==> config.mk <==
export PLATFORM = sky130hd
export DESIGN_NAME = lesu_top
export DESIGN_NICKNAME = d
export VERILOG_FILES = /design/src/common/lesu_pkg.sv /design/src/common/lesu_cyc_if.sv /design/src/hw/lesu_sticky.sv /design/src/hw/lesu_cyc_track.sv /design/src/hw/lesu_top.sv
export SDC_FILE = /design/constraint.sdc
export NUM_CORES = 1
export LEC_CHECK = 0
export BUFFER_PORTS_ARGS = -buffer_cell sky130_fd_sc_hd__buf_2
export CORE_UTILIZATION = 54
export CTS_BUF_LIST = sky130_fd_sc_hd__clkbuf_8
export DETAILED_ROUTE_END_ITERATION = 8
export PLACE_DENSITY = 0.95
export RECOVER_POWER = 25
export SLEW_MARGIN = 5
export SYNTH_ARGS = -nofsm -noshare
export SYNTH_HDL_FRONTEND = slang
export SYNTH_HIERARCHICAL = 1
export SYNTH_SLANG_ARGS = --single-unit
==> constraint.sdc <==
create_clock -name clock -period 4.8 [get_ports clock]
set_input_delay 0.72 -clock clock [delete_from_list [all_inputs] [get_ports clock]]
set_output_delay 0.72 -clock clock [all_outputs]
set_load 0.01 [all_outputs]
==> src/common/lesu_pkg.sv <==
package lesu_pkg;
    localparam int unsigned LESU_DW = 32;
    localparam int unsigned LESU_AW = 8;
    localparam int unsigned LESU_SW = 4;
    localparam logic [7:0] LESU_OFS_STATUS = 8'h10;
    localparam logic [7:0] LESU_OFS_MASK = 8'h14;
    localparam logic [7:0] LESU_OFS_CTRL = 8'h40;
    localparam logic [31:0] LESU_IMPL_BITS = 32'hBFC76000;
    localparam logic [31:0] LESU_STATUS_RST = 32'h00000000;
    localparam logic [31:0] LESU_MASK_RST = 32'h00000000;
    localparam logic [31:0] LESU_ZERO_WORD = 32'h00000000;
    localparam int unsigned LESU_B_ISO_STUCK = 13;
    localparam int unsigned LESU_B_ASYNC_STUCK = 14;
    localparam int unsigned LESU_B_BUSY_ACK = 16;
    localparam int unsigned LESU_B_HDR_CRC = 17;
    localparam int unsigned LESU_B_TCODE = 18;
    localparam int unsigned LESU_B_CYC_SEC = 22;
    localparam int unsigned LESU_B_CYC_START = 23;
    localparam int unsigned LESU_B_CYC_DONE = 24;
    localparam int unsigned LESU_B_CYC_PEND = 25;
    localparam int unsigned LESU_B_CYC_LOST = 26;
    localparam int unsigned LESU_B_CYC_ARB = 27;
    localparam int unsigned LESU_B_ARB_GAP = 28;
    localparam int unsigned LESU_B_SUB_GAP = 29;
    localparam int unsigned LESU_B_ISO_ARB = 31;
    localparam int unsigned LESU_CTRL_SRST_BIT = 0;
    localparam int unsigned LESU_CTRL_MASTER_BIT = 1;
    localparam logic [1:0] LESU_LOST_WRAPS = 2'h2;
    localparam logic [1:0] LESU_WRAP_ONE = 2'h1;
    localparam logic [1:0] LESU_WRAP_NONE = 2'h0;
endpackage : lesu_pkg

==> src/common/lesu_cyc_if.sv <==
`timescale 1ns/1ns
interface lesu_cyc_if;
    logic cycle_master;
    logic num_adv;
    logic start_rx;
    logic gap;
    logic wrap;
    logic pend_set;
    logic pend_clr;
    logic lost_set;
    modport trk (
        input cycle_master, num_adv, start_rx, gap, wrap,
        output pend_set, pend_clr, lost_set
    );
    modport top (
        output cycle_master, num_adv, start_rx, gap, wrap,
        input pend_set, pend_clr, lost_set
    );
endinterface : lesu_cyc_if

==> src/hw/lesu_sticky.sv <==
`timescale 1ns/1ns
module lesu_sticky (
    input wire logic clock,
    input wire logic nrst,
    input wire logic cen,
    input wire logic srst,
    input wire logic set,
    input wire logic clr,
    output logic q
);
    ////////////////////////////////////////////////////////////////
    always_ff @(posedge clock or negedge nrst) begin
        if (!nrst) begin
            q <= 1'b0;
        end else if (cen) begin
            if (srst) begin
                q <= 1'b0;
            end else if (set) begin
                q <= 1'b1;
            end else if (clr) begin
                q <= 1'b0;
            end
        end
    end

    property p_set_wins;
        @(posedge clock) disable iff (!nrst) (cen && set && clr && !srst) |=> q;
    endproperty
    a_set_wins: assert property (p_set_wins) else $error("set lost to clear");
endmodule : lesu_sticky

==> src/hw/lesu_cyc_track.sv <==
`timescale 1ns/1ns
module lesu_cyc_track
    import lesu_pkg::*;
(
    input wire logic clock,
    input wire logic nrst,
    input wire logic cen,
    input wire logic srst,
    lesu_cyc_if.trk cif
);
    logic [1:0] wrap_cnt_r;
    logic last_wrap;

    assign cif.pend_set = cif.num_adv | (~cif.cycle_master & cif.start_rx);
    assign cif.pend_clr = cif.gap;
    assign last_wrap = (wrap_cnt_r == (LESU_LOST_WRAPS - LESU_WRAP_ONE));
    assign cif.lost_set = cif.wrap & ~cif.cycle_master & ~cif.start_rx & last_wrap;

    ////////////////////////////////////////////////////////////////
    always_ff @(posedge clock or negedge nrst) begin
        if (!nrst) begin
            wrap_cnt_r <= LESU_WRAP_NONE;
        end else if (cen) begin
            if (srst || cif.cycle_master || cif.start_rx) begin
                wrap_cnt_r <= LESU_WRAP_NONE;
            end else if (cif.wrap) begin
                wrap_cnt_r <= last_wrap ? LESU_WRAP_NONE : wrap_cnt_r + LESU_WRAP_ONE;
            end
        end
    end

    property p_lost_two;
        @(posedge clock) disable iff (!nrst)
            cif.lost_set |-> (wrap_cnt_r == LESU_WRAP_ONE) && !cif.cycle_master;
    endproperty
    a_lost_two: assert property (p_lost_two) else $error("lost after wrong wrap count");
endmodule : lesu_cyc_track

==> src/hw/lesu_top.sv <==
// Register access over Wishbone and the register addresses are this design's own decisions.
`timescale 1ns/1ns
module lesu_top
    import lesu_pkg::*;
(
    input wire logic clock,
    input wire logic nrst,
    input wire logic cen,
    input wire logic wb_cyc_i,
    input wire logic wb_stb_i,
    input wire logic wb_we_i,
    input wire logic [LESU_AW-1:0] wb_adr_i,
    input wire logic [LESU_SW-1:0] wb_sel_i,
    input wire logic [LESU_DW-1:0] wb_dat_i,
    output logic [LESU_DW-1:0] wb_dat_o,
    output logic wb_ack_o,
    input wire logic cycle_master,
    input wire logic ev_iso_tx_fifo_stuck,
    input wire logic ev_async_tx_fifo_stuck,
    input wire logic ev_busy_ack_sent,
    input wire logic ev_header_crc_error,
    input wire logic ev_tx_tcode_error,
    input wire logic ev_cycle_seconds_tick,
    input wire logic ev_cycle_start_tx,
    input wire logic ev_cycle_start_rx,
    input wire logic ev_cycle_period_done,
    input wire logic ev_cycle_num_adv,
    input wire logic ev_cycle_timer_wrap,
    input wire logic ev_cycle_start_arb_fail,
    input wire logic ev_arb_reset_gap_seen,
    input wire logic ev_subaction_gap_seen,
    input wire logic ev_iso_arb_fail,
    output logic link_irq
);
    ////////////////////////////////////////////////////////////////
    // bus slave state

    logic ack_r;
    logic [LESU_DW-1:0] rdata_r;
    logic [LESU_DW-1:0] interrupt_mask_r;
    logic soft_rst_r;
    logic irq_r;
    logic [LESU_DW-1:0] interrupt_status;
    logic [LESU_DW-1:0] set_vec;
    logic [LESU_DW-1:0] clr_vec;
    logic [LESU_DW-1:0] byte_en;
    logic [LESU_DW-1:0] w1c_vec;
    logic [LESU_DW-1:0] rdata_nxt;
    logic req;
    logic wr_take;
    logic hit_status;
    logic hit_mask;
    logic hit_ctrl;

    lesu_cyc_if cif ();

    assign req = wb_cyc_i & wb_stb_i;
    // writes land on the edge where the master sees ack
    assign wr_take = req & wb_we_i & ack_r;
    assign hit_status = (wb_adr_i == LESU_OFS_STATUS);
    assign hit_mask = (wb_adr_i == LESU_OFS_MASK);
    assign hit_ctrl = (wb_adr_i == LESU_OFS_CTRL);
    assign wb_ack_o = ack_r;
    assign wb_dat_o = rdata_r;
    assign link_irq = irq_r;

    always_comb begin
        byte_en = LESU_ZERO_WORD;
        for (int b = 0; b < LESU_SW; b++) begin
            byte_en[b*8 +: 8] = {8{wb_sel_i[b]}};
        end
    end

    assign w1c_vec = (wr_take && hit_status) ? (wb_dat_i & byte_en & LESU_IMPL_BITS)
                                             : LESU_ZERO_WORD;

    always_comb begin
        rdata_nxt = LESU_ZERO_WORD;
        if (hit_status) begin
            rdata_nxt = interrupt_status;
        end else if (hit_mask) begin
            rdata_nxt = interrupt_mask_r;
        end else if (hit_ctrl) begin
            rdata_nxt[LESU_CTRL_MASTER_BIT] = cycle_master;
        end
    end

    ////////////////////////////////////////////////////////////////
    // handshake
    always_ff @(posedge clock or negedge nrst) begin
        if (!nrst) begin
            ack_r <= 1'b0;
        end else if (cen) begin
            ack_r <= req & ~ack_r;
        end
    end

    always_ff @(posedge clock or negedge nrst) begin
        if (!nrst) begin
            rdata_r <= LESU_ZERO_WORD;
        end else if (cen) begin
            if (req && !ack_r) begin
                rdata_r <= rdata_nxt;
            end
        end
    end

    ////////////////////////////////////////////////////////////////
    // mask and control
    always_ff @(posedge clock or negedge nrst) begin
        if (!nrst) begin
            interrupt_mask_r <= LESU_MASK_RST;
        end else if (cen) begin
            if (wr_take && hit_mask) begin
                interrupt_mask_r <= ((interrupt_mask_r & ~byte_en)
                                     | (wb_dat_i & byte_en)) & LESU_IMPL_BITS;
            end
        end
    end

    // self-clearing software reset pulse
    always_ff @(posedge clock or negedge nrst) begin
        if (!nrst) begin
            soft_rst_r <= 1'b0;
        end else if (cen) begin
            soft_rst_r <= wr_take & hit_ctrl & wb_sel_i[0] & wb_dat_i[LESU_CTRL_SRST_BIT];
        end
    end

    ////////////////////////////////////////////////////////////////
    // cycle bookkeeping
    assign cif.cycle_master = cycle_master;
    assign cif.num_adv = ev_cycle_num_adv;
    assign cif.start_rx = ev_cycle_start_rx;
    assign cif.gap = ev_subaction_gap_seen;
    assign cif.wrap = ev_cycle_timer_wrap;

    lesu_cyc_track u_cyc (
        .clock(clock),
        .nrst(nrst),
        .cen(cen),
        .srst(soft_rst_r),
        .cif(cif)
    );

    ////////////////////////////////////////////////////////////////
    // event routing
    always_comb begin
        set_vec = LESU_ZERO_WORD;
        set_vec[LESU_B_ISO_STUCK] = ev_iso_tx_fifo_stuck;
        set_vec[LESU_B_ASYNC_STUCK] = ev_async_tx_fifo_stuck;
        set_vec[LESU_B_BUSY_ACK] = ev_busy_ack_sent;
        set_vec[LESU_B_HDR_CRC] = ev_header_crc_error;
        set_vec[LESU_B_TCODE] = ev_tx_tcode_error;
        set_vec[LESU_B_CYC_SEC] = ev_cycle_seconds_tick;
        set_vec[LESU_B_CYC_START] = ev_cycle_start_tx | ev_cycle_start_rx;
        set_vec[LESU_B_CYC_DONE] = ev_cycle_period_done;
        set_vec[LESU_B_CYC_PEND] = cif.pend_set;
        set_vec[LESU_B_CYC_LOST] = cif.lost_set;
        set_vec[LESU_B_CYC_ARB] = ev_cycle_start_arb_fail;
        set_vec[LESU_B_ARB_GAP] = ev_arb_reset_gap_seen;
        set_vec[LESU_B_SUB_GAP] = ev_subaction_gap_seen;
        set_vec[LESU_B_ISO_ARB] = ev_iso_arb_fail;
    end

    always_comb begin
        clr_vec = w1c_vec;
        clr_vec[LESU_B_CYC_PEND] = w1c_vec[LESU_B_CYC_PEND] | cif.pend_clr;
    end

    ////////////////////////////////////////////////////////////////
    // status bits
    for (genvar i = 0; i < LESU_DW; i++) begin : g_bit
        if (LESU_IMPL_BITS[i]) begin : g_used
            lesu_sticky u_bit (
                .clock(clock),
                .nrst(nrst),
                .cen(cen),
                .srst(soft_rst_r),
                .set(set_vec[i]),
                .clr(clr_vec[i]),
                .q(interrupt_status[i])
            );
        end else begin : g_unused
            assign interrupt_status[i] = 1'b0;
        end
    end

    always_ff @(posedge clock or negedge nrst) begin
        if (!nrst) begin
            irq_r <= 1'b0;
        end else if (cen) begin
            irq_r <= |(interrupt_status & interrupt_mask_r);
        end
    end

    ////////////////////////////////////////////////////////////////
    // checks
    logic live;
    assign live = cen & ~soft_rst_r;

    property p_ack_once;
        @(posedge clock) disable iff (!nrst) (cen && req && !ack_r) |=> ack_r;
    endproperty
    a_ack_once: assert property (p_ack_once) else $error("no ack after request");

    property p_ack_drop;
        @(posedge clock) disable iff (!nrst) (cen && ack_r) |=> !ack_r;
    endproperty
    a_ack_drop: assert property (p_ack_drop) else $error("ack held two cycles");

    property p_iso_stuck;
        @(posedge clock) disable iff (!nrst)
            (live && ev_iso_tx_fifo_stuck) |=> interrupt_status[LESU_B_ISO_STUCK];
    endproperty
    a_iso_stuck: assert property (p_iso_stuck) else $error("bit 13 not set");

    property p_async_stuck;
        @(posedge clock) disable iff (!nrst)
            (live && ev_async_tx_fifo_stuck) |=> interrupt_status[LESU_B_ASYNC_STUCK];
    endproperty
    a_async_stuck: assert property (p_async_stuck) else $error("bit 14 not set");

    property p_busy_ack;
        @(posedge clock) disable iff (!nrst)
            (live && ev_busy_ack_sent) |=> interrupt_status[LESU_B_BUSY_ACK];
    endproperty
    a_busy_ack: assert property (p_busy_ack) else $error("bit 16 not set");

    property p_hdr_crc;
        @(posedge clock) disable iff (!nrst)
            (live && ev_header_crc_error) |=> interrupt_status[LESU_B_HDR_CRC];
    endproperty
    a_hdr_crc: assert property (p_hdr_crc) else $error("bit 17 not set");

    property p_tcode;
        @(posedge clock) disable iff (!nrst)
            (live && ev_tx_tcode_error) |=> interrupt_status[LESU_B_TCODE];
    endproperty
    a_tcode: assert property (p_tcode) else $error("bit 18 not set");

    property p_cyc_sec;
        @(posedge clock) disable iff (!nrst)
            (live && ev_cycle_seconds_tick) |=> interrupt_status[LESU_B_CYC_SEC];
    endproperty
    a_cyc_sec: assert property (p_cyc_sec) else $error("bit 22 not set");

    property p_cyc_start;
        @(posedge clock) disable iff (!nrst)
            (live && (ev_cycle_start_tx || ev_cycle_start_rx))
            |=> interrupt_status[LESU_B_CYC_START];
    endproperty
    a_cyc_start: assert property (p_cyc_start) else $error("bit 23 not set");

    property p_cyc_done;
        @(posedge clock) disable iff (!nrst)
            (live && ev_cycle_period_done) |=> interrupt_status[LESU_B_CYC_DONE];
    endproperty
    a_cyc_done: assert property (p_cyc_done) else $error("bit 24 not set");

    property p_pend_master;
        @(posedge clock) disable iff (!nrst)
            (live && cycle_master && ev_cycle_num_adv) |=> interrupt_status[LESU_B_CYC_PEND];
    endproperty
    a_pend_master: assert property (p_pend_master) else $error("bit 25 not set");

    property p_pend_slave;
        @(posedge clock) disable iff (!nrst)
            (live && !cycle_master && ev_cycle_start_rx)
            |=> interrupt_status[LESU_B_CYC_PEND];
    endproperty
    a_pend_slave: assert property (p_pend_slave) else $error("bit 25 missed start");

    property p_pend_gap;
        @(posedge clock) disable iff (!nrst)
            (live && ev_subaction_gap_seen && !cif.pend_set)
            |=> !interrupt_status[LESU_B_CYC_PEND];
    endproperty
    a_pend_gap: assert property (p_pend_gap) else $error("bit 25 kept past gap");

    property p_lost;
        @(posedge clock) disable iff (!nrst)
            (live && cif.lost_set) |=> interrupt_status[LESU_B_CYC_LOST];
    endproperty
    a_lost: assert property (p_lost) else $error("bit 26 not set");

    property p_cyc_arb;
        @(posedge clock) disable iff (!nrst)
            (live && ev_cycle_start_arb_fail) |=> interrupt_status[LESU_B_CYC_ARB];
    endproperty
    a_cyc_arb: assert property (p_cyc_arb) else $error("bit 27 not set");

    property p_arb_gap;
        @(posedge clock) disable iff (!nrst)
            (live && ev_arb_reset_gap_seen) |=> interrupt_status[LESU_B_ARB_GAP];
    endproperty
    a_arb_gap: assert property (p_arb_gap) else $error("bit 28 not set");

    property p_sub_gap;
        @(posedge clock) disable iff (!nrst)
            (live && ev_subaction_gap_seen) |=> interrupt_status[LESU_B_SUB_GAP];
    endproperty
    a_sub_gap: assert property (p_sub_gap) else $error("bit 29 not set");

    property p_iso_arb;
        @(posedge clock) disable iff (!nrst)
            (live && ev_iso_arb_fail) |=> interrupt_status[LESU_B_ISO_ARB];
    endproperty
    a_iso_arb: assert property (p_iso_arb) else $error("bit 31 not set");

    property p_w1c;
        @(posedge clock) disable iff (!nrst)
            (cen && w1c_vec[LESU_B_BUSY_ACK] && !ev_busy_ack_sent)
            |=> !interrupt_status[LESU_B_BUSY_ACK];
    endproperty
    a_w1c: assert property (p_w1c) else $error("write one did not clear");

    property p_w0_keeps;
        @(posedge clock) disable iff (!nrst)
            (live && wr_take && hit_status && interrupt_status[LESU_B_HDR_CRC]
             && !w1c_vec[LESU_B_HDR_CRC]) |=> interrupt_status[LESU_B_HDR_CRC];
    endproperty
    a_w0_keeps: assert property (p_w0_keeps) else $error("write zero cleared");

    property p_soft_rst;
        @(posedge clock) disable iff (!nrst)
            (cen && soft_rst_r) |=> (interrupt_status == LESU_STATUS_RST);
    endproperty
    a_soft_rst: assert property (p_soft_rst) else $error("soft reset left bits");

    property p_irq;
        @(posedge clock) disable iff (!nrst)
            cen |=> (irq_r == |($past(interrupt_status) & $past(interrupt_mask_r)));
    endproperty
    a_irq: assert property (p_irq) else $error("interrupt not mask gated");

    property p_unused;
        @(posedge clock) disable iff (!nrst)
            ((interrupt_status | interrupt_mask_r) & ~LESU_IMPL_BITS) == LESU_ZERO_WORD;
    endproperty
    a_unused: assert property (p_unused) else $error("unused bit nonzero");

    property p_set_beats_clr;
        @(posedge clock) disable iff (!nrst)
            (live && w1c_vec[LESU_B_ISO_ARB] && ev_iso_arb_fail)
            |=> interrupt_status[LESU_B_ISO_ARB];
    endproperty
    a_set_beats_clr: assert property (p_set_beats_clr) else $error("event lost");

    c_clear: cover property (@(posedge clock) disable iff (!nrst)
        interrupt_status[LESU_B_BUSY_ACK] ##1 w1c_vec[LESU_B_BUSY_ACK]);
    c_irq: cover property (@(posedge clock) disable iff (!nrst) $rose(irq_r));
    c_lost: cover property (@(posedge clock) disable iff (!nrst) cif.lost_set);
    c_pend_gap: cover property (@(posedge clock) disable iff (!nrst)
        interrupt_status[LESU_B_CYC_PEND] ##1 !interrupt_status[LESU_B_CYC_PEND]);
endmodule : lesu_top

# Word level (Yosys, flattened, before mapping)
# Index checks and enable logic that the tools add are counted.
[word_totals] reg_bits=65 in_bits=66 output_inout_bits=34
[op_classes] eq_ne=4 reduce_logical=39 bitwise=22 n_addsub=1 muxes=50
[op_table] cell="AND 32 bit" count=3
[op_table] cell="2-to-1 mux 32 bit" count=2
[op_table] cell="2-to-1 mux 1 bit" count=44
[op_table] cell="nonzero test 3 bit" count=14
[op_table] cell="AND reduction 2 bit" count=17
[op_table] cell="inverter 32 bit" count=1
[op_table] cell="bitwise OR 32 bit" count=1
[op_table] cell="OR reduction 32 bit" count=1
[op_table] cell="2-to-1 mux 30 bit" count=1
[op_table] cell="equality test 8 x 5 -> 1 bit, second input constant" count=2
[op_table] cell="AND 1 bit" count=11
[op_table] cell="equality test 8 x 7 -> 1 bit, second input constant" count=1
[op_table] cell="2-to-1 mux 2 bit" count=3
[op_table] cell="logical AND 1 bit" count=3
[op_table] cell="inverter 1 bit" count=3
[op_table] cell="bitwise OR 1 bit" count=3
[op_table] cell="adder 2 x 1 -> 2 bit, second input constant" count=1
[op_table] cell="equality test 2 x 1 -> 1 bit, second input constant" count=1
[op_table] cell="logical OR 1 bit" count=2
[op_table] cell="nonzero test 2 bit" count=1
[op_table] cell="logical NOT 1 bit" count=1

# Depth between registers and ports, before layout
# Gate-level depths: netlist of the first run.
[depth] depth_word=9 ltp_mapped=6 mapped_depth_nobuf=5

# Cells and area by module
# Netlist of the first run, hierarchy kept.
[modules_own_cells] module="lesu_top" cells_each=153 area_per_inst_um2=1752.9 instances=1
[modules_own_cells] module="lesu_sticky" cells_each=4 area_per_inst_um2=43.8 instances=14
[modules_own_cells] module="lesu_cyc_track" cells_each=13 area_per_inst_um2=130.1 instances=1

# Least setup slack after synthesis of the first run
# OpenSTA, ideal clock, no wires.
[synth_path] kind="input to register" startpoint="input port wb_adr_i[5]" endpoint="register with a tool-made name" t_arrival_ns=2.356 slack_ns=2.319 cell_stages=5 t_required_ns=4.675 cell_sequence="or4b_1 > buf_6 > or4_4 > buf_6 > mux2_4"
[synth_rtl] element="start, declared" line_no="lesu_top.sv:12" text="input wire logic [LESU_AW-1:0] wb_adr_i,"

# Final worst setup path of the first run
[layout_path] startpoint="input port wb_adr_i[5]" endpoint="register g_bit[22].g_used.u_bit.q"
[layout_between] elab_chain_cells=5
[layout_rtl] element="equality test 8 x 5 -> 1 bit" line_no="lesu_top.sv:60" text="assign hit_status = (wb_adr_i == LESU_OFS_STATUS);"
[layout_rtl] element="logical AND 1 bit" line_no="lesu_top.sv:74" text="assign w1c_vec = (wr_take && hit_status) ? (wb_dat_i & byte_en & LESU_IMPL_BITS)"
[layout_rtl] element="2-to-1 mux 32 bit" line_no="lesu_top.sv:74"
[layout_rtl] element="net clr_vec[22]" line_no="lesu_top.sv:45" text="logic [LESU_DW-1:0] clr_vec;"
[layout_rtl] element="nonzero test 3 bit (no source line)"
[layout_rtl] element="AND reduction 2 bit (no source line)"
[layout_rtl] element="end signal, assigned" line_no="lesu_sticky.sv:17" text="q <= 1'b0;"
[layout_rtl] element="end signal, assigned" line_no="lesu_sticky.sv:19" text="q <= 1'b1;"
[layout_rtl] element="end signal, assigned" line_no="lesu_sticky.sv:21" text="q <= 1'b0;"
[layout_rtl] element="end, declared" line_no="lesu_sticky.sv:9" text="output logic q"
# The timed path passes the listed nets, and every way through them passes these cells.
# A chain may end at the register's enable or synchronous reset.

==> results of run 1 <==
==> worst min-delay path by stage <==
stage               cells after the start                          to  slack [ns]
global placement                        2                 wb_dat_o[1]        0.46
CTS                                     2                 wb_dat_o[1]        0.50
floorplan                               0  asynchronous set/reset pin        0.42
finish                                  2                 wb_dat_o[1]        0.49
global route                            2                 wb_dat_o[1]        0.55
detailed placement                      2                 wb_dat_o[1]        0.48
==> cells in the final DEF (no fill, tap or decap), types with 2 or more instances in the layout <==
cell | netlist | final
a2bb2oi_1 | 14 | 14
and2_1 | 18 | 18
buf_2 | 2 | 64
buf_4 | 19 | 4
nand2_1 | 7 | 7
clkbuf_8 | 0 | 6
o22ai_1 | 15 | 15
nand4_1 | 2 | 2
dfrtp_1 | 48 | 48
a22oi_1 | 5 | 5
conb_1 | 1 | 17
and2_0 | 7 | 7
mux2_2 | 7 | 7
nor3_1 | 3 | 3
inv_1 | 20 | 22
nand3_1 | 2 | 2
a221o_1 | 14 | 14
a21o_1 | 2 | 2
and4_1 | 3 | 3
mux2_4 | 7 | 7
or4b_1 | 2 | 2
nor4_1 | 4 | 4
==> power groups by stage <==
stage	Combinational, µW	Clock [µW]	Sequential (µW)
6_report	61.1	239	411
5_1_grt	68.3	258	411
4_1_cts	61.5	239	410
3_5_place_dp	61.2	0	418
3_3_place_gp	59.7	0	418
2_1_floorplan	31.8	0	419
==> logic make-up after synthesis <==
family	after synthesis	synth area share (%)
other cells	1	0.150
flops	48	48.1
buf+inv	44	10.2
compound gates	58	19.1
mux	14	7.37
simple gates	57	15.0
==> tightest hold or removal path, stage by stage, from the launching register on <==
cell and delay, ns:
dfrtp_1 0.35, nand2_1 0.05, o31ai_1 0.06
==> metrics by stage <==
stage,instances,cell area [µm²],util [%],hold slack (ns)
2_1_floorplan,238,2560,-,0.424
3_3_place_gp,335,2800,63.8,0.459
3_5_place_dp,335,2800,63.8,0.479
4_1_cts,343,2890,65.9,0.498
5_1_grt,343,2890,65.8,0.545
6_report,343,2890,65.8,0.491
==> metal layers <==
metal	up-vias	GRT usage, %	part of all wire [%]
met1	1021	32.5	41
met4	0	10.2	2.1
li1	932	-	-
met2	94	41.3	51
met3	15	4.47	6.0
met5	-	0	0
==> area by class of cell <==
type / instances / area [µm²] / share of cell area (%)
Sequential cell: 48 / 1200 / 41.6
Multi-Input combinational cell: 146 / 1100 / 38.1
Timing Repair Buffer: 69 / 354 / 12.3
Clock buffer: 6 / 82.6 / 2.86
Inverter: 20 / 75.1 / 2.60
Tap cell: 52 / 65.1 / 2.25
Clock inverter: 2 / 7.51 / 0.260
==> summary.md, run 1 <==
| Metric | Value |
|---|---|
| Flop2flop setup slack | 2.59 ns |
| Fin crit period | 2.80 ns |
| Total overflow reported by the global router | 0 |
| P_leak | 0.00154 µW |
| Chip width | around 70 µm |
| NetSw | roughly 170 µW |
| Largest area contributor in the netlist | dfrtp_1 |
| Reg2reg start | wb_ack_o |
| Yosys top cell area share | about half |
| Slew HR | -66.0% |
| Worst Clk Skew | roughly 0.0094 ns |
| Clk Latency, worst-skew pair | about 0.29 ns |
| Routed WL per cell | around 17 µm |
| PostCTS Resize Cnt | 0 |
| Initial core utilization | a little under three fifths |
| Vias | between 2000 and 2500 |
| Critical path's top delay family | simple AND/OR/NAND/NOR gates |
| Setup Buffers After CTS | 0 |
| Highest-delay cell along the critical path | nor4_1 |
| Area contributors post-synth | dfrtp_1 (48%), buf_4 (5.7%), a221o_1 (5.6%) |
| Routed WL | a little under 6000 µm |
| Total Routing Usage GR | 25.0% |
| Total power | about 700 µW |
| Synth Cell Area | approximately 0.0025 mm² |
| Actual slew at the worst max-slew pin | ~2.5 ns |
| Largest net degree at the start of global routing | about 50 |
| Fillers | between 300 and 400 |
| R2R Path End | g_bit[22].g_used.u_bit/q |
| Remaining DRCs | 0 |
| Clock buffer count from CTS | 5 |
| N_diodes | 0 |
| CTS tree | built |
| Main synth FF type | dfrtp_1 |
| Ratio of cells with drive above 1 in the final layout | 32.0% |
| Vias in the first global route | just over 2000 |
| Clock share of power | between 30 and 40% |
| Die area | 0.00490 mm² |
| CTS Buffer Depth | 2 |
| Pre-CTS setup slack | ~1.8 ns |
| Row cnt | 24 |
| Seq pwr share | slightly below 60% |
| Port Buf Inserts | between 60 and 70 |
| YS warnings | 6 |
| Synth cell count leaders | dfrtp_1 (48), inv_1 (20), buf_4 (19) |
| Crit path DAT | ~2.9 ns |
| VDD IR max | roughly 0.16 mV |
| Status | complete, but fails checks |
| First-pass GRT wire length | 9590 µm |
| Final RePlAce weighted congestion | ~0.78 |
| Critical path cell sequence | buf_2, or4b_1, nor4_1, and2_1, a2bb2oi_1, o22ai_1 |
| Pint | approximately 540 µW |
| Die Span Y | between 60 and 70 µm |
| Switching Share | between 20% and 30% |
| # IOs | 100 |
| Final period util | approximately three fifths |
| Async S/R FF share, synth | 100% |
| Worst setup endpoint | g_bit[22].g_used.u_bit/q |
| Sequential fraction of the synthesis area | a little under 50% |
| Max-Cap Viols | 1 |
| Distinct cell type count after synthesis | 40 |
| Slowest stage delay, CP | 0.83 ns |
| Final Hold Viols | 0 |
| Failing checks | capacitance limit, slew limit |
| Setup slack after layout | 2.00 ns |
| Post-CTS Hold Buffers | 0 |
| Top-count cell post-synth | dfrtp_1 |
| Area Overhead vs Synth | 15.6% |
| CP required | 4.94 ns |
| Worst-path clk slew | ~0.08 ns |
| Hold Crit Class | reg -> reg |
| Post-DP HPWL | a little over 4000 µm |
| Root Driver | clkbuf_8 |
| Post-synth EDFFs | 0 |
| Worst r2r path cells | 5 |
| Clock sinks | between 40 and 50 |
| Max-slew violations | 49 |
| Antenna Nets Post-Route | 0 |
| RSZ-0062 raised after global routing | no |
| Crit. Startpoint | wb_adr_i[5] |
| Synthesized flop and latch total | 48 |
| Kind of critical path | in -> reg |
| Hold_sp | wb_dat_o[1] |
| Highest clock rate | 357 MHz |
| Synthesized instance count | around 220 |
| TNS Setup | 0 ns |
| CP Launch Type | primary input |
| Vias per cell | 6.01 |
| Initial antenna violation count | 0 |
| Final setup viols | 0 |
| Initial DRT Pass Iterations | 4 |
| Iteration-0 DRC count of the detailed router | around 180 |
| PwrDens | 246 mW/mm² |
| Syn Area/Cell | 11.2 µm² |
| Critical path depth in cells | 6 |
| CP bufs+invs | 1 |
| Crit end category | flop |
| Final #Nets | ~360 |
| H-tree depth | 2 |
| Core area | ~0.0044 mm² |
| Crit Path Max Fanout | 8 |
| Comb pwr share | 8.6% |
Note: power is estimated with default switching activity, not from simulation.
==> run 2: changes to the inputs <==
--- a/config.mk
+++ b/config.mk
@@ -6,10 +6,10 @@
 export NUM_CORES = 1
 export LEC_CHECK = 0
 export BUFFER_PORTS_ARGS = -buffer_cell sky130_fd_sc_hd__buf_2
-export CORE_UTILIZATION = 54
+export CORE_UTILIZATION = 50
 export CTS_BUF_LIST = sky130_fd_sc_hd__clkbuf_8
 export DETAILED_ROUTE_END_ITERATION = 8
-export PLACE_DENSITY = 0.95
+export PLACE_DENSITY = 0.94
 export RECOVER_POWER = 25
 export SLEW_MARGIN = 5
 export SYNTH_ARGS = -nofsm -noshare
==> constraint.sdc (replaced) <==
create_clock -name clock -period 2.8 [get_ports clock]
set_input_delay 0.42 -clock clock [delete_from_list [all_inputs] [get_ports clock]]
set_output_delay 0.42 -clock clock [all_outputs]
set_load 0.01 [all_outputs]
==> summary.md, run 2 (synthesized netlist as in run 1, its figures left out) <==
| Metric | Value |
|---|---|
| Status | finished clean |
| Clock buffer count from CTS | 5 (unchanged) |
| Die area | 0.00528 mm² (+7.8%) |
| Routed length on met3 | 399 µm (+13%) |
| Routed wl met2 | 2830 µm (-4.5%) |
| Hold Crit Class | in -> async |
| Metal-1 WL | 2430 µm (+2.0%) |
| Vias | 2018 (-2.1%) |
| Iteration-0 DRC count of the detailed router | 233 (+30%) |
| Antenna Nets Post-Route | 0 (unchanged) |
| Row cnt | 25 (+4.2%) |
| P_leak | 0.00155 µW (+0.45%) |
| Ratio of cells with drive above 1 in the final layout | 32.9% (+0.92 points) |
| H-tree depth | 2 (unchanged) |
| CTS Buffer Depth | 2 (unchanged) |
| Highest clock rate | roughly 480 MHz |
| Actual slew at the worst max-slew pin | 1.17 ns (-1.33 ns) |
| Max-Cap Viols | 0 (-1) |
| Commonest non-fill, non-tap cell in the layout | buf_2 |
| Initial antenna violation count | 0 (unchanged) |
| Post-CTS Hold Buffers | 0 (unchanged) |
| Clock share of power | 35.4% (+1.7 points) |
| Flop2flop setup slack | 0.90 ns (-1.69 ns) |
| Final #Nets | 358 (+0.56%) |
| Fin crit period | ~2.1 ns |
| CTS tree | built |
| Final setup viols | 0 (unchanged) |
| Port Buf Inserts | 65 (unchanged) |
| Chip width | 72.7 µm (+3.8%) |
| Initial core utilization | 52.5% (-4.4 points) |
| CP required | 2.96 ns (-1.98 ns) |
| CP Launch Type | primary input |
| Clock sinks | 48 (unchanged) |
| Crit Path Max Fanout | 8 (unchanged) |
| Total overflow reported by the global router | 0 (unchanged) |
| PwrDens | 429 mW/mm² (+74%) |
| Vias per cell | 5.62 (-6.5%) |
| RSZ-0062 raised after global routing | no |
| Kind of critical path | in -> reg |
| Worst-path clk slew | 0.08 ns (about the same) |
| Clk Latency, worst-skew pair | 0.31 ns (+0.02 ns) |
| Slew HR | 22.3% (+88 points) |
| CP bufs+invs | 2 (+1) |
| Total Routing Usage GR | 24.0% (-1.0 points) |
| Routed WL | 5810 µm (-0.27%) |
| Routed WL per cell | 16.2 µm (-4.7%) |
| Largest net degree at the start of global routing | 49 (unchanged) |
| Area Overhead vs Synth | 17.1% |
| Core area | 0.00475 mm² (+8.4%) |
| Final Hold Viols | 0 (unchanged) |
| Pint | 959 µW (+76%) |
| Setup Buffers After CTS | 0 (unchanged) |
| Critical path's top delay family | simple AND/OR/NAND/NOR gates |
| Highest-delay cell along the critical path | or4b_1 |
| TNS Setup | 0 ns (unchanged) |
| NetSw | 296 µW (+77%) |
| Slowest stage delay, CP | 0.71 ns (-0.12 ns) |
| First-pass GRT wire length | 9490 µm (-1.1%) |
| Pre-CTS setup slack | 0.403 ns (-1.40 ns) |
| # IOs | 100 (unchanged) |
| Post-DP HPWL | 4110 µm (+2.1%) |
| PostCTS Resize Cnt | 0 (unchanged) |
| Commonest non-fill, non-tap cells in the layout | buf_2 (64), dfrtp_1 (48), inv_1 (20) |
| Comb pwr share | 8.5% (about the same) |
| Top Layer Used | met4 |
| Critical path cell sequence | buf_2, or4b_1, nor4_1, buf_4, and2_1, a2bb2oi_1, o22ai_1 |
| Seq pwr share | 56.1% (-1.7 points) |
| Crit end category | flop |
| Root Driver | clkbuf_8 |
| Crit path DAT | 2.25 ns (-0.69 ns) |
| Worst Clk Skew | 0.00342 ns (-0.00594 ns) |
| Reg2reg start | wb_ack_o |
| Final RePlAce weighted congestion | 0.797 (+2.6%) |
| Total power | 1250 µW (+76%) |
| Max-slew violations | 0 (-100%) |
| Worst r2r path cells | 5 (unchanged) |
| Remaining DRCs | 0 (unchanged) |
| N_diodes | 0 (unchanged) |
| Switching Share | 23.6% (+0.12 points) |
| Die Span Y | 72.7 µm (+3.8%) |
| R2R Path End | wb_dat_o[16] |
| Setup slack after layout | 0.708 ns (-1.29 ns) |
| Placed Cells | 352 (+5.1%) |
| Vias in the first global route | 1987 (-4.1%) |
| Initial DRT Pass Iterations | 5 (+1) |
| Final std cells w/o fill | 359 (+4.7%) |
| Final period util | about 75% |
| VDD IR max | 0.258 mV (+62%) |
run 2: power groups by stage:
stage | logic [µW] | registers (µW) | clock network [µW]
global placement | 104 | 717 | 0
CTS | 107 | 704 | 450
floorplan | 54.6 | 718 | 0
finish | 106 | 704 | 444
detailed placement | 107 | 718 | 0
global route | 118 | 705 | 481
run 2: per-stage QoR:
stage                     cell area, µm²  hold slack [ns]  util [%]
final                               2920            0.337      61.5
after global routing                2920            0.342      61.5
after CTS                           2930            0.332      61.6
after detailed placement            2830            0.486      59.6
after global placement              2830            0.466      59.6
after floorplan                     2560            0.124         -
run 2: how the worst max path moves through the flow:
stage | from | slack (ns) | depth (start not counted) | to
global placement | wb_adr_i[5] | 0.43 | 4 | flop
finish | wb_adr_i[5] | 0.71 | 7 | g_bit[29].g_used.u_bit/q
floorplan | wb_adr_i[5] | 0.62 | 5 | flop
global route | wb_adr_i[5] | 0.63 | 7 | g_bit[28].g_used.u_bit/q
detailed placement | wb_adr_i[5] | 0.40 | 4 | flop
CTS | wb_adr_i[5] | 0.72 | 4 | flop
run 2: metal layers:
layer	track usage, %	up-vias
li1	-	940
met3	5.39	13
met5	0	-
met1	30.5	965
met2	40.0	100
met4	9.37	0
run 2: cell type report:
class	instances	area (µm²)
well taps	67	83.8
repair buffers	71	367
inverters	20	75.1
flip-flops and latches	48	1200
clock buffers	7	96.3
fillers	388	1830
multi-input cells	146	1100
run 2: worst reg2reg max path, cell delays in order, from the launching register on:
cell	delay, ns
dfrtp_1	0.41
nand4b_1	0.13
clkbuf_1	0.55
nor3_1	0.10
buf_4	0.22
a221o_1	0.37
